### config.mk
export PLATFORM = sky130hd
export DESIGN_NAME = dbh_host
export DESIGN_NICKNAME = d
export VERILOG_FILES = /design/src/hw/dbh_host.v /design/src/hw/dbh_timer.v
export VERILOG_INCLUDE_DIRS = /design/src /design/src/hw
export SDC_FILE = /design/constraint.sdc
export NUM_CORES = 1
export LEC_CHECK = 0
export ABC_AREA = 1
export BUFFER_PORTS_ARGS = -buffer_cell sky130_fd_sc_hd__buf_2
export CELL_PAD_IN_SITES_DETAIL_PLACEMENT = 0
export CELL_PAD_IN_SITES_GLOBAL_PLACEMENT = 1
export CORE_ASPECT_RATIO = 2
export CORE_MARGIN = 3
export CORE_UTILIZATION = 39
export DETAILED_ROUTE_END_ITERATION = 10
export GPL_TIMING_DRIVEN = 0
export PLACE_DENSITY = 0.86
export SETUP_SLACK_MARGIN = 0.1
export SYNTH_ARGS = -nofsm -noshare
export SYNTH_HDL_FRONTEND = slang
export SYNTH_SLANG_ARGS = --single-unit
### constraint.sdc
create_clock -name core_clk -period 3.98 [get_ports core_clk]
set_input_delay 0 -clock core_clk [delete_from_list [all_inputs] [get_ports core_clk]]
set_output_delay 0 -clock core_clk [all_outputs]
set_load 0.02 [all_outputs]
### src/hw/dbh_defines.vh
// constants for the double-buffered converter host controller
// assumes a 50 MHz core clock and a converter driven by active-low pins
// Behaviour
// - strobe gates both latches; only enabled latches take data
// - group update: load each input latch, then one strobe for all
// - single-buffered: both enables held low permanently
// - single-buffered strobe stays low at least 80 ns
// - both enables and strobe low, clear high: data flows straight through
`ifndef DBH_DEFINES_VH
`define DBH_DEFINES_VH

`define DBH_CLK_PERIOD_NS   20
`define DBH_SETUP_NS        20
`define DBH_SETUP_CYC       ((`DBH_SETUP_NS + `DBH_CLK_PERIOD_NS - 1) / `DBH_CLK_PERIOD_NS)
`define DBH_STROBE_MIN_NS   80
`define DBH_STROBE_CYC      ((`DBH_STROBE_MIN_NS + `DBH_CLK_PERIOD_NS - 1) / `DBH_CLK_PERIOD_NS)
`define DBH_CLEAR_MIN_NS    80
`define DBH_CLEAR_CYC       ((`DBH_CLEAR_MIN_NS + `DBH_CLK_PERIOD_NS - 1) / `DBH_CLK_PERIOD_NS)
`define DBH_BIPOLAR_ZERO    16'h0000

`define DBH_OP_LOAD         2'h0
`define DBH_OP_UPDATE       2'h1
`define DBH_OP_LOAD_UPDATE  2'h2
`define DBH_OP_CLEAR        2'h3

`endif

### src/hw/dbh_host.v
// host controller driving the double-buffered converter write pins
// assumes requests arrive synchronous to core_clk; the converter is
// outside and holds its own latches
`include "dbh_defines.vh"

module dbh_host #(
    parameter DATA_W      = 16,
    parameter NUM_CONV    = 1,
    parameter SINGLE_BUF  = 0
) (
    // clock and reset
    input  wire                core_clk,
    input  wire                reset,
    // user request
    input  wire                req_valid,
    input  wire [1:0]          req_op,
    input  wire [DATA_W-1:0]   req_data,
    input  wire [NUM_CONV-1:0] req_sel,
    output reg                 req_ready_ff,
    output reg                 done_ff,
    // converter pins
    output reg  [DATA_W-1:0]   data_bus_ff,
    output reg  [NUM_CONV-1:0] input_latch_enable_n_ff,
    output reg  [NUM_CONV-1:0] converter_latch_enable_n_ff,
    output reg                 write_n_ff,
    output reg                 clear_n_ff
);

//------------------------------------------------------------
// states
//------------------------------------------------------------
localparam ST_IDLE  = 2'h0;
localparam ST_SETUP = 2'h1;
localparam ST_WRITE = 2'h2;
localparam ST_HOLD  = 2'h3;

//------------------------------------------------------------
// phase lengths in whole cycles
//------------------------------------------------------------
localparam integer SETUP_CYC_I  = `DBH_SETUP_CYC;
localparam integer STROBE_CYC_I = `DBH_STROBE_CYC;
localparam integer CLEAR_CYC_I  = `DBH_CLEAR_CYC;
// the four-bit timer keeps only the low four bits of each load value, so a phase at sixteen cycles loads zero
localparam [3:0]   SETUP_CYC    = SETUP_CYC_I[3:0];
localparam [3:0]   STROBE_CYC   = STROBE_CYC_I[3:0];
localparam [3:0]   CLEAR_CYC    = CLEAR_CYC_I[3:0];

reg [1:0]          state_ff;
reg [1:0]          op_ff;
reg [1:0]          nxt_state;
reg                tmr_load;
reg [3:0]          tmr_val;
wire               tmr_done;
wire               take;
wire               release_en;
wire [NUM_CONV-1:0] load_mask;
wire [NUM_CONV-1:0] update_mask;
wire [NUM_CONV-1:0] nxt_input_latch_enable_n;
wire [NUM_CONV-1:0] nxt_converter_latch_enable_n;

//------------------------------------------------------------
// enable mask
//------------------------------------------------------------
// enable mask for an operation; used by both latch enables
function [NUM_CONV-1:0] en_mask;
    input [1:0]          op;
    input                for_input;
    input [NUM_CONV-1:0] sel;
    begin
        en_mask = {NUM_CONV{1'b0}};
        if (for_input && (op == `DBH_OP_LOAD || op == `DBH_OP_LOAD_UPDATE))
            en_mask = sel;
        if (!for_input && (op == `DBH_OP_UPDATE ||
                           op == `DBH_OP_LOAD_UPDATE))
            en_mask = sel;
    end
endfunction

//------------------------------------------------------------
// phase timer
//------------------------------------------------------------
dbh_timer #(
    .WIDTH    (4)
) u_timer (
    .core_clk (core_clk),
    .reset    (reset),
    .load     (tmr_load),
    .load_val (tmr_val),
    .done     (tmr_done)
);

//------------------------------------------------------------
// sequencer
//------------------------------------------------------------
always @* begin
    nxt_state = state_ff;
    tmr_load  = 1'b0;
    tmr_val   = SETUP_CYC;
    case (state_ff)
        ST_IDLE: begin
            if (req_valid) begin
                nxt_state = ST_SETUP;
                tmr_load  = 1'b1;
            end
        end
        ST_SETUP: begin
            if (tmr_done) begin
                nxt_state = ST_WRITE;
                tmr_load  = 1'b1;
                // clear pulse loads its own length, CLEAR_CYC, for the write phase
                tmr_val   = (op_ff == `DBH_OP_CLEAR) ? CLEAR_CYC
                                                     : STROBE_CYC;
            end
        end
        ST_WRITE: begin
            if (tmr_done) begin
                nxt_state = ST_HOLD;
                tmr_load  = 1'b1;
            end
        end
        ST_HOLD: begin
            if (tmr_done)
                nxt_state = ST_IDLE;
        end
        default: nxt_state = ST_IDLE;
    endcase
end

//------------------------------------------------------------
// request capture
//------------------------------------------------------------
// bus settles a full setup phase before the strobe falls
always @(posedge core_clk or posedge reset) begin
    if (reset) begin
        state_ff    <= ST_IDLE;
        op_ff       <= `DBH_OP_LOAD;
        data_bus_ff <= `DBH_BIPOLAR_ZERO;
    end else begin
        state_ff <= nxt_state;
        if (take) begin
            op_ff       <= req_op;
            data_bus_ff <= req_data;
        end
    end
end

//------------------------------------------------------------
// handshake status
//------------------------------------------------------------
// ready rises with done so the next request can follow at once
always @(posedge core_clk or posedge reset) begin
    if (reset) begin
        req_ready_ff <= 1'b0;
        done_ff      <= 1'b0;
    end else begin
        req_ready_ff <= (nxt_state == ST_IDLE);
        done_ff      <= release_en;
    end
end

//------------------------------------------------------------
// write strobe and clear
//------------------------------------------------------------
always @(posedge core_clk or posedge reset) begin
    if (reset) begin
        write_n_ff <= 1'b1;
        clear_n_ff <= 1'b1;
    end else if (state_ff == ST_SETUP && tmr_done) begin
        // clear and strobe never low together
        if (op_ff == `DBH_OP_CLEAR)
            clear_n_ff <= 1'b0;
        else
            write_n_ff <= 1'b0;
    end else if (state_ff == ST_WRITE && tmr_done) begin
        // strobe held the full minimum so data crosses the enabled latches
        write_n_ff <= 1'b1;
        clear_n_ff <= 1'b1;
    end
end

//------------------------------------------------------------
// latch enables, one pair per converter
//------------------------------------------------------------
// group update: all selected enables share one strobe
assign take        = (state_ff == ST_IDLE) && req_valid;
assign release_en  = (state_ff == ST_HOLD) && tmr_done;
assign load_mask   = en_mask(req_op, 1'b1, req_sel);
assign update_mask = en_mask(req_op, 1'b0, req_sel);

// enables drop back after the strobe so latches hold
genvar gi;
generate
    for (gi = 0; gi < NUM_CONV; gi = gi + 1) begin : g_conv
        assign nxt_input_latch_enable_n[gi] =
            (SINGLE_BUF != 0) ? 1'b0 :
            take              ? ~load_mask[gi] :
            release_en        ? 1'b1 :
                                input_latch_enable_n_ff[gi];
        assign nxt_converter_latch_enable_n[gi] =
            (SINGLE_BUF != 0) ? 1'b0 :
            take              ? ~update_mask[gi] :
            release_en        ? 1'b1 :
                                converter_latch_enable_n_ff[gi];
    end
endgenerate

//------------------------------------------------------------
// enable registers
//------------------------------------------------------------
// single-buffered wiring keeps both enables low even in reset
always @(posedge core_clk or posedge reset) begin
    if (reset) begin
        input_latch_enable_n_ff     <= {NUM_CONV{SINGLE_BUF == 0}};
        converter_latch_enable_n_ff <= {NUM_CONV{SINGLE_BUF == 0}};
    end else begin
        input_latch_enable_n_ff     <= nxt_input_latch_enable_n;
        converter_latch_enable_n_ff <= nxt_converter_latch_enable_n;
    end
end

endmodule

### src/hw/dbh_timer.v
// down counter used to stretch pin phases to whole clock cycles
// assumes the load strobe is a one-cycle pulse from the sequencer
module dbh_timer #(
    parameter WIDTH = 4
) (
    // clock and reset
    input  wire             core_clk,
    input  wire             reset,
    // control
    input  wire             load,
    input  wire [WIDTH-1:0] load_val,
    // status
    output wire             done
);

reg [WIDTH-1:0] cnt_ff;

assign done = (cnt_ff == {WIDTH{1'b0}});

always @(posedge core_clk or posedge reset) begin
    if (reset)
        cnt_ff <= {WIDTH{1'b0}};
    else if (load)
        cnt_ff <= load_val;
    else if (!done)
        cnt_ff <= cnt_ff - {{(WIDTH-1){1'b0}}, 1'b1};
end

endmodule

==> flow_metrics.env, run 1 <==
export IMPL_maxSlewViolCount=0
export IMPL_rsz0062_at_grt="false"
export IMPL_worstPathRequired_ns=4.19
export IMPL_viasPerCell=4.421
export IMPL_critPathKind="reg -> reg"
export IMPL_hpwl_mm=2.269
export IMPL_powerDensity_nw_per_um2=777.0
export IMPL_fin_cells=278
export IMPL_detail_route_antenna_nets=0
export IMPL_track_usage_pct=16.44
export IMPL_crit_path_max_fanout=10
export IMPL_final_common_cell="nand2_1"
export IMPL_violations="negative hold slack"
export IMPL_synth_top_family_by_area="simple AND/OR/NAND/NOR gates"
export IMPL_synthAdderAreaFrac_pct=7.909
export IMPL_place_inst=252
export IMPL_antenna_cells=0
export IMPL_yosysSeqAreaShare_pct=53.08
export IMPL_antenna_found_initial=0
export IMPL_min_period_ns=1.552
export IMPL_final_cell_mix="68 x nand2_1, 45 x buf_2, 26 x dfrtp_1, 18 x dlygate4sd3_1, 14 x inv_1"
export IMPL_cap_violations=0
export IMPL_leakagePower_nw=1.095
export IMPL_placedInstanceArea_sq_um=1699
export IMPL_grt_pass1_vias=1288
export IMPL_dp_slack_ns=2.418
export IMPL_yosysWarnings=0
export IMPL_setup_viol=0
export IMPL_finalHoldViolations=6
export IMPL_cts_tree="yes"
export IMPL_nets=260
export IMPL_drt_iter0_markers=10
export IMPL_netlist_instances=161
export IMPL_syn_area_sq_um=1424
export IMPL_worstSkewPairLatency_ns=0.28
export IMPL_timing_fmax_ghz=0.6443
export IMPL_routabilityCongestion=0.7442
export IMPL_coreArea_sq_um=3453
export IMPL_rows=30
export IMPL_drc=0
export IMPL_cts_htree_levels=2
export IMPL_fillers=341
export IMPL_die_y_um=91.45
export IMPL_ys_ff_latch=30
export IMPL_wirelength_mm=3.256
export IMPL_die_x_um=48.73
export IMPL_stdcell_area_sq_um=1971
export IMPL_io_pins=44
export IMPL_worst_hold_slack_ns=-0.008453
export IMPL_worstSetupStartpointType="register"
export IMPL_outcome="finished with violations"
export IMPL_cts_root_buf="clkbuf_8"
export IMPL_cts_buffer_depth=2
export IMPL_r2r_start="state_ff[0]"
export IMPL_relSlewSlack_pct=26.09
export IMPL_peakVddDrop_mv=0.4648
export IMPL_cts_setup_buffers=0
export IMPL_crit_start="state_ff[0]"
export IMPL_drive_gt1_share_pct=30.43
export IMPL_hp_class="in -> async"
export IMPL_end_kind="register"
export IMPL_cts_sinks=30
export IMPL_cts_resized=0
export IMPL_die_area_sq_um=4456
export IMPL_finClkSkew_ns=0.002834
export IMPL_cp_arrival_ns=1.77
export IMPL_syn_avg_cell_area_sq_um=8.844
export IMPL_dr_total_vias=1229
export IMPL_port_buffers=43
export IMPL_clk_pin_slew_worst_paths_ns=0.06
export IMPL_utilization_pct=57.07
export IMPL_synth_simple_gate_area_share_pct=26.10
export IMPL_tns_ns=0
export IMPL_ctsHoldBuffers=18
export IMPL_area_growth_synth_to_final_pct=38.40
export IMPL_layout_setup_ws_ns=2.428
export IMPL_synth_compound_area_share_pct=5.624
export IMPL_min_period_over_period_pct=39.00
export IMPL_cts_buffers=5
export IMPL_grt_max_degree=31
export IMPL_synthMuxAreaShare_pct=0
export IMPL_worstMarginPinSlew_ns=1.107
export IMPL_wl_per_cell_um=11.71
export IMPL_synth_xor_area_share_pct=1.230
export IMPL_drtPass1Iterations=4
export IMPL_start_util_pct=41.23
export IMPL_synth_cell_types=23
export IMPL_grt_pass1_wl_mm=5.699
export IMPL_grt_overflow_total=0
export IMPL_syn_nets=192
## synthesized netlist by cell type (all sizes together)
master  number  area, sq um
nand3        5        25.02
nand2       75        317.8
nor2         5        28.78
o21ai        9        45.04
buf          2        10.01
dfstp        4        105.1
xor2         2        17.52
inv         18        72.57
o21a         1        7.510
clkbuf       1        3.750
dfrtp       26        650.6
o22a         1        8.760
a21oi        3        18.77
ha           9        112.6
## through the flow
stage,hold slack [ns],power [mW]
CTS,0.01591,1.550
floorplan,0.08784,1.073
finish,-0.008453,1.531
global placement,0.1934,1.267
global route,0.05709,1.674
detailed placement,0.1983,1.281
## registers in the layout, indices dropped and copies added, names as in the netlist
register                     cells
op_ff                            2
state_ff                         2
data_bus_ff                     16
converter_latch_enable_n_ff      1
write_n_ff                       1
req_ready_ff                     1
done_ff                          1
u_timer.cnt_ff                   4
input_latch_enable_n_ff          1
clear_n_ff                       1
## cell type report
cell class | instances | area, sq um | area share, %
Timing Repair Buffer | 61 | 395.4 | 20.06
Multi-Input combinational cell | 110 | 581.8 | 29.52
Clock buffer | 7 | 86.33 | 4.381
Clock inverter | 1 | 5.005 | 0.2540
Tap cell | 48 | 60.06 | 3.048
Inverter | 18 | 72.57 | 3.683
Buffer | 3 | 13.76 | 0.6984
Sequential cell | 30 | 755.7 | 38.35
## worst max-delay path, cell delays in order, from the launching register on
cell      delay, ns
dfrtp_1        0.42
inv_1          0.12
ha_1           0.21
nand2_1        0.17
clkbuf_1       0.40
nand2_1        0.10
nand2_1        0.08
## routing by layer
metal	GRT usage [%]	part of all wire [%]	vias up
met5	0	0	-
met4	8.789	3.3	0
met3	3.941	5.5	9
met2	29.77	54	39
met1	16.84	38	556
li1	-	-	625
## where the power goes
| part | switching (mW) | internal, mW | total, mW | leakage, nW |
|---|---|---|---|---|
| clock network | 0.111 | 0.139 | 0.251 | 0.0482 |
| logic | 0.473 | 0.263 | 0.737 | 0.681 |
| registers | 0.0867 | 0.457 | 0.544 | 0.365 |
| total | 0.671 | 0.860 | 1.53 | 1.10 |
## logic make-up after synthesis
logic type,after synthesis
xor+xnor,2
fa+ha+maj,9
compound gates,14
flops,30
buf+inv,21
simple gates,85
## final timing paths
| check | endpoint | slack, ns | cells after the start |
|---|---|---|---|
| setup / recovery | data_bus_ff[6] | 2.43 | 6 |
| hold / removal | u_timer.cnt_ff[0] | -0.008 | 2 |
| setup reg to reg | data_bus_ff[6] | 2.43 | 6 |
| hold reg to reg | write_n_ff | 0.47 | 2 |
| max in group asynchronous | state_ff[1] | 3.31 | 2 |
| min in group core_clk | op_ff[0] | 0.02 | 3 |
Note: power is estimated with default switching activity, not from simulation.
==> run 2, diff against run 1 <==
Settings changed: CORE_UTILIZATION 39 to 37, PLACE_DENSITY 0.86 to 0.83.
Clock period 3.98 ns to 1.54 ns, I/O delays scaled along.
==> flow_metrics.env, run 2 (synthesized netlist as in run 1, its figures left out) <==
export IMPL_cts_htree_levels=2
export IMPL_powerDensity_nw_per_um2=2031
export IMPL_clk_pin_slew_worst_paths_ns=0.07
export IMPL_fin_cells=282
export IMPL_detail_route_antenna_nets=0
export IMPL_cts_sinks=30
export IMPL_reg2reg_depth=9
export IMPL_reg_top3="data_bus_ff x16, u_timer.cnt_ff x4"
export IMPL_viasPerCell=4.418
export IMPL_worstPathRequired_ns=1.75
export IMPL_peakVddDrop_mv=1.181
export IMPL_worstMarginPinSlew_ns=1.068
export IMPL_area_growth_synth_to_final_pct=41.65
export IMPL_cts_tree="yes"
export IMPL_path_cells="buf_4 > ha_1 > inv_2 > nand2_1 > nand2_1 > nand2_1 > nand2_1 > nand2_1 > nor2_2"
export IMPL_utilization_pct=55.32
export IMPL_maxSlewViolCount=0
export IMPL_regArea_sq_um=755.7
export IMPL_drc=0
export IMPL_fillers=369
export IMPL_drtPass1Iterations=4
export IMPL_tns_ns=0
export IMPL_drt_iter0_markers=16
export IMPL_routabilityCongestion=0.7180
export IMPL_antenna_cells=0
export IMPL_stdcell_area_sq_um=2017
export IMPL_final_cell_mix="67 x nand2_1, 44 x buf_2, 26 x dfrtp_1, 17 x dlygate4sd3_1, 11 x inv_1"
export IMPL_cts_buffers=5
export IMPL_die_area_sq_um=4674
export IMPL_finClkSkew_ns=0.004827
export IMPL_rsz0062_at_grt="true"
export IMPL_r2r_end="req_ready_ff"
export IMPL_grt_overflow_total=0
export IMPL_place_inst=253
export IMPL_r2r_start="state_ff[0]"
export IMPL_worstSetupStartpointType="register"
export IMPL_largest_reg_flops=16
export IMPL_rrSetupSlack_ns=0.21
export IMPL_worst_path_max_delay_cell="dfrtp_1"
export IMPL_nets=263
export IMPL_power_total_mw=4.096
export IMPL_coreArea_sq_um=3646
export IMPL_placedInstanceArea_sq_um=1700
export IMPL_rows=31
export IMPL_grt_pass1_vias=1301
export IMPL_leakagePower_nw=1.112
export IMPL_timing_fmax_ghz=0.7530
export IMPL_worstSkewPairLatency_ns=0.28
export IMPL_crit_top_cell="nand2_1"
export IMPL_die_x_um=49.87
export IMPL_multi_input_area_sq_um=599.3
export IMPL_cts_root_buf="clkbuf_8"
export IMPL_min_period_ns=1.328
export IMPL_cap_violations=0
export IMPL_grt_max_degree=31
export IMPL_port_buffers=43
export IMPL_hp_class="in -> async"
export IMPL_finalHoldViolations=26
export IMPL_worst_hold_slack_ns=-0.01800
export IMPL_violations="negative hold slack"
export IMPL_top_register="data_bus_ff"
export IMPL_dr_total_vias=1246
export IMPL_antenna_found_initial=0
export IMPL_die_y_um=93.73
export IMPL_cp_arrival_ns=1.54
export IMPL_crit_path_max_fanout=3
export IMPL_setup_viol=0
export IMPL_hpwl_mm=2.282
export IMPL_max_stage_delay_ns=0.42
export IMPL_track_usage_pct=15.85
export IMPL_critPathKind="reg -> reg"
export IMPL_final_common_cell="nand2_1"
export IMPL_start_util_pct=39.05
export IMPL_relSlewSlack_pct=28.71
export IMPL_io_pins=44
export IMPL_wirelength_mm=3.151
export IMPL_min_period_over_period_pct=86.24
export IMPL_cts_buffer_depth=2
export IMPL_grt_pass1_wl_mm=5.602
export IMPL_drive_gt1_share_pct=35.19
export IMPL_wl_per_cell_um=11.17
export IMPL_outcome="finished with violations"
export IMPL_end_kind="register"
run 2: cell count changes in the layout (fill, tap and decap cells not counted), sizes merged:
| cell | delta |
|---|---|
| dlygate4sd3 | -1 |
| clkbuf | -1 |
| buf | +4 |
| clkinvlp | +1 |
run 2: final cells by class:
| cell class | instances | area share, % |
|---|---|---|
| Sequential cell | 30 | 37.47 |
| Multi-Input combinational cell | 110 | 29.71 |
| Timing Repair Buffer | 64 | 20.60 |
| Clock buffer | 6 | 4.094 |
| Inverter | 18 | 3.598 |
| Tap cell | 49 | 3.040 |
| Buffer | 3 | 0.8685 |
| Clock inverter | 2 | 0.6203 |
run 2: report_power, final:
| group | internal (mW) | total (mW) | switching [mW] | leakage [nW] |
|---|---|---|---|---|
| combinational | 0.778 | 2.04 | 1.26 | 0.699 |
| sequential | 1.18 | 1.40 | 0.219 | 0.365 |
| clock | 0.358 | 0.652 | 0.293 | 0.0472 |
run 2: critical path: cells and delay by family (launching register included):
family	cells	cell delay, ns
adder cells (fa/ha/maj)	1	0.20
flip-flops	1	0.42
AND/OR/NAND/NOR	6	0.43
buffers and inverters	2	0.23
run 2: stage by stage:
step,hold slack [ns],worst slack (ns)
floorplan,0.08784,0.2342
global route,0.01437,0.07880
CTS,0.002968,0.1468
global placement,0.1951,-0.01201
finish,-0.01800,0.2120
detailed placement,0.1963,-0.03789
run 2: routing by layer:
metal | global-route usage (%) | part of all wire, % | vias up
met2 | 30.20 | 56 | 37
met5 | 0 | 0 | -
met4 | 6.928 | 2.1 | 0
li1 | - | - | 629
met3 | 4.134 | 5.6 | 7
met1 | 15.33 | 36 | 573
run 2: repair_timing:
action / in CTS / in global routing
buffers inserted: 2 / 2
pin swaps: 0 / 2
gates resized for setup: 4 / 5
setup endpoints to repair: 13 / 5
endpoints found under the hold margin: 17 / 0
hold buffers: 17 / 0
run 2: worst max-delay path by stage:
stage | from | endpoint | slack [ns] | cells past startpoint
after floorplan | state_ff[1] | req_ready_ff | 0.23 | 9
after global placement | state_ff[0] | data_bus_ff[1] | -0.01 | 6
after detailed placement | state_ff[0] | data_bus_ff[8] | -0.04 | 6
after CTS | state_ff[0] | u_timer.cnt_ff[0] | 0.15 | 8
after global routing | state_ff[0] | u_timer.cnt_ff[0] | 0.08 | 9
final | state_ff[0] | req_ready_ff | 0.21 | 9
==> run 3, diff against run 2 <==
Settings changed: CORE_UTILIZATION 37 to 33, PLACE_DENSITY 0.83 to 0.78.
Clock period 1.54 ns to 1.1 ns, I/O delays scaled along.
==> flow_metrics.env, run 3 (synthesized netlist as in run 1, its figures left out) <==
export IMPL_worst_path_max_delay_cell="dfrtp_2"
export IMPL_cts_htree_levels=2
export IMPL_finClkSkew_ns=0.008124
export IMPL_place_inst=256
export IMPL_rsz0062_at_grt="true"
export IMPL_cts_buffer_depth=2
export IMPL_maxSlewViolCount=0
export IMPL_timing_fmax_ghz=0.7904
export IMPL_die_y_um=98.90
export IMPL_cts_buffers=5
export IMPL_drc=0
export IMPL_antenna_cells=0
export IMPL_worstMarginPinSlew_ns=0.6458
export IMPL_wl_per_cell_um=12.17
export IMPL_grt_pass1_vias=1316
export IMPL_nets=277
export IMPL_setup_viol=29
export IMPL_coreArea_sq_um=4129
export IMPL_leakagePower_nw=1.263
export IMPL_peakVddDrop_mv=1.784
export IMPL_track_usage_pct=14.71
export IMPL_fin_cells=299
export IMPL_worstSkewPairLatency_ns=0.28
export IMPL_wirelength_mm=3.640
export IMPL_power_total_mw=7.547
export IMPL_rows=33
export IMPL_cp_arrival_ns=1.48
export IMPL_start_util_pct=34.48
export IMPL_min_period_ns=1.265
export IMPL_cts_root_buf="clkbuf_8"
export IMPL_grt_pass1_wl_mm=5.692
export IMPL_cts_sinks=30
export IMPL_violations="negative setup slack"
export IMPL_crit_top_cell="nand2_2"
export IMPL_path_cells="buf_6 > ha_4 > buf_12 > nand2_8 > nand2_2 > nand2_2 > nand2_2 > nor2_2"
export IMPL_finalHoldViolations=0
export IMPL_end_kind="register"
export IMPL_reg_top3="data_bus_ff x16, u_timer.cnt_ff x4"
export IMPL_worstPathRequired_ns=1.31
export IMPL_routabilityCongestion=0.8117
export IMPL_clk_pin_slew_worst_paths_ns=0.06
export IMPL_drive_gt1_share_pct=50.20
export IMPL_largest_reg_flops=16
export IMPL_top_register="data_bus_ff"
export IMPL_max_stage_delay_ns=0.45
export IMPL_antenna_found_initial=0
export IMPL_powerDensity_nw_per_um2=3068
export IMPL_viasPerCell=4.438
export IMPL_min_period_over_period_pct=115.0
export IMPL_critPathKind="reg -> reg"
export IMPL_drtPass1Iterations=4
export IMPL_die_area_sq_um=5187
export IMPL_path_buf_inv=2
export IMPL_crit_path_max_fanout=5
export IMPL_final_cell_mix="54 x nand2_1, 41 x buf_2, 24 x dfrtp_1, 19 x dlygate4sd3_1, 13 x buf_4"
export IMPL_drt_iter0_markers=8
export IMPL_grt_overflow_total=0
export IMPL_die_x_um=52.45
export IMPL_layout_setup_ws_ns=-0.1653
export IMPL_final_common_cell="nand2_1"
export IMPL_area_growth_synth_to_final_pct=72.76
export IMPL_dp_slack_ns=-0.2760
export IMPL_path_delay_family="flip-flops"
export IMPL_dr_total_vias=1327
export IMPL_io_pins=44
export IMPL_outcome="finished with violations"
export IMPL_detail_route_antenna_nets=0
export IMPL_hpwl_mm=2.261
export IMPL_grt_max_degree=31
export IMPL_cts_tree="yes"
export IMPL_port_buffers=43
export IMPL_cap_violations=0
export IMPL_relSlewSlack_pct=56.86
export IMPL_worstSetupStartpointType="register"
export IMPL_hp_class="in -> reg"
[run 3: cell count changes in the layout (fill, tap and decap cells not counted), moves of 3 or more]
| cell | change |
|---|---|
| buf_4 | +8 |
| o21ai_1 | -4 |
| nand3_1 | -3 |
| nand2_1 | -13 |
| nand2_4 | +5 |
| buf_8 | +3 |
| inv_1 | -4 |
| nand2_2 | +6 |
| o21ai_2 | +4 |
| buf_2 | -3 |
| clkbuf_16 | +3 |
[run 3: what timing repair did]
action / 4_1_cts / 5_1_grt
resized for setup: 19 / 30
setup endpoints to repair: 29 / 33
gates cloned: 0 / 3
hold buffers: 18 / 1
endpoints found under the hold margin: 18 / 26
setup buffers: 10 / 4
pin swaps: 13 / 10
[run 3: area by class of cell]
| class | count | area, sq um |
|---|---|---|
| plain buffers | 3 | 45.04 |
| clock buffers | 6 | 82.58 |
| clock inverters | 2 | 60.06 |
| fillers | 350 | 1669 |
| inverters | 18 | 96.34 |
| multi-input cells | 110 | 753.2 |
| flip-flops and latches | 30 | 758.2 |
| well taps | 52 | 65.06 |
| repair buffers | 78 | 599.3 |
[run 3: path summary, 6_finish.rpt]
path	depth (start not counted)	startpoint	end	slack, ns
min	3	req_op[0]	op_ff[0]	0.01
max	8	state_ff[0]	req_ready_ff	-0.17
max in group asynchronous	3	reset	state_ff[1]	0.34
min in group asynchronous	3	reset	data_bus_ff[5]	0.35
max reg2reg	8	state_ff[0]	req_ready_ff	-0.17
min reg2reg	2	clear_n_ff	clear_n_ff	0.46
[run 3: power breakdown]
part | total (mW) | switching, mW | internal (mW)
Clock | 1.39 | 0.428 | 0.966
Combinational | 4.13 | 2.25 | 1.88
Sequential | 2.03 | 0.364 | 1.66
Total | 7.55 | 3.04 | 4.51
[run 3: worst register-to-register path: cells and delay by family (launching register included)]
family,cells,cell delay [ns]
fa+ha+maj,1,0.17
buf+inv,2,0.26
simple gates,5,0.32
flops,1,0.45
[run 3: routing by layer]
metal  vias up  part of all wire [%]  GRT usage [%]
met1       626                    36          14.22
met5         -                     0              0
met4         0                   3.5          7.677
met3         9                   3.3          3.026
met2        29                    57          27.30
li1        663                     -              -
[run 3: per-stage QoR]
stage | hold slack, ns | cell area [sq um] | TNS [ns] | utilization [%]
floorplan | 0.08777 | 1496 | -0.5333 | -
global placement | 0.1941 | 1777 | -4.169 | 43.03
detailed placement | 0.2009 | 1777 | -4.759 | 43.03
CTS | 0.006329 | 2241 | -2.058 | 54.27
global route | 0.03541 | 2460 | -3.976 | 59.58
finish | 0.01076 | 2460 | -2.531 | 59.58
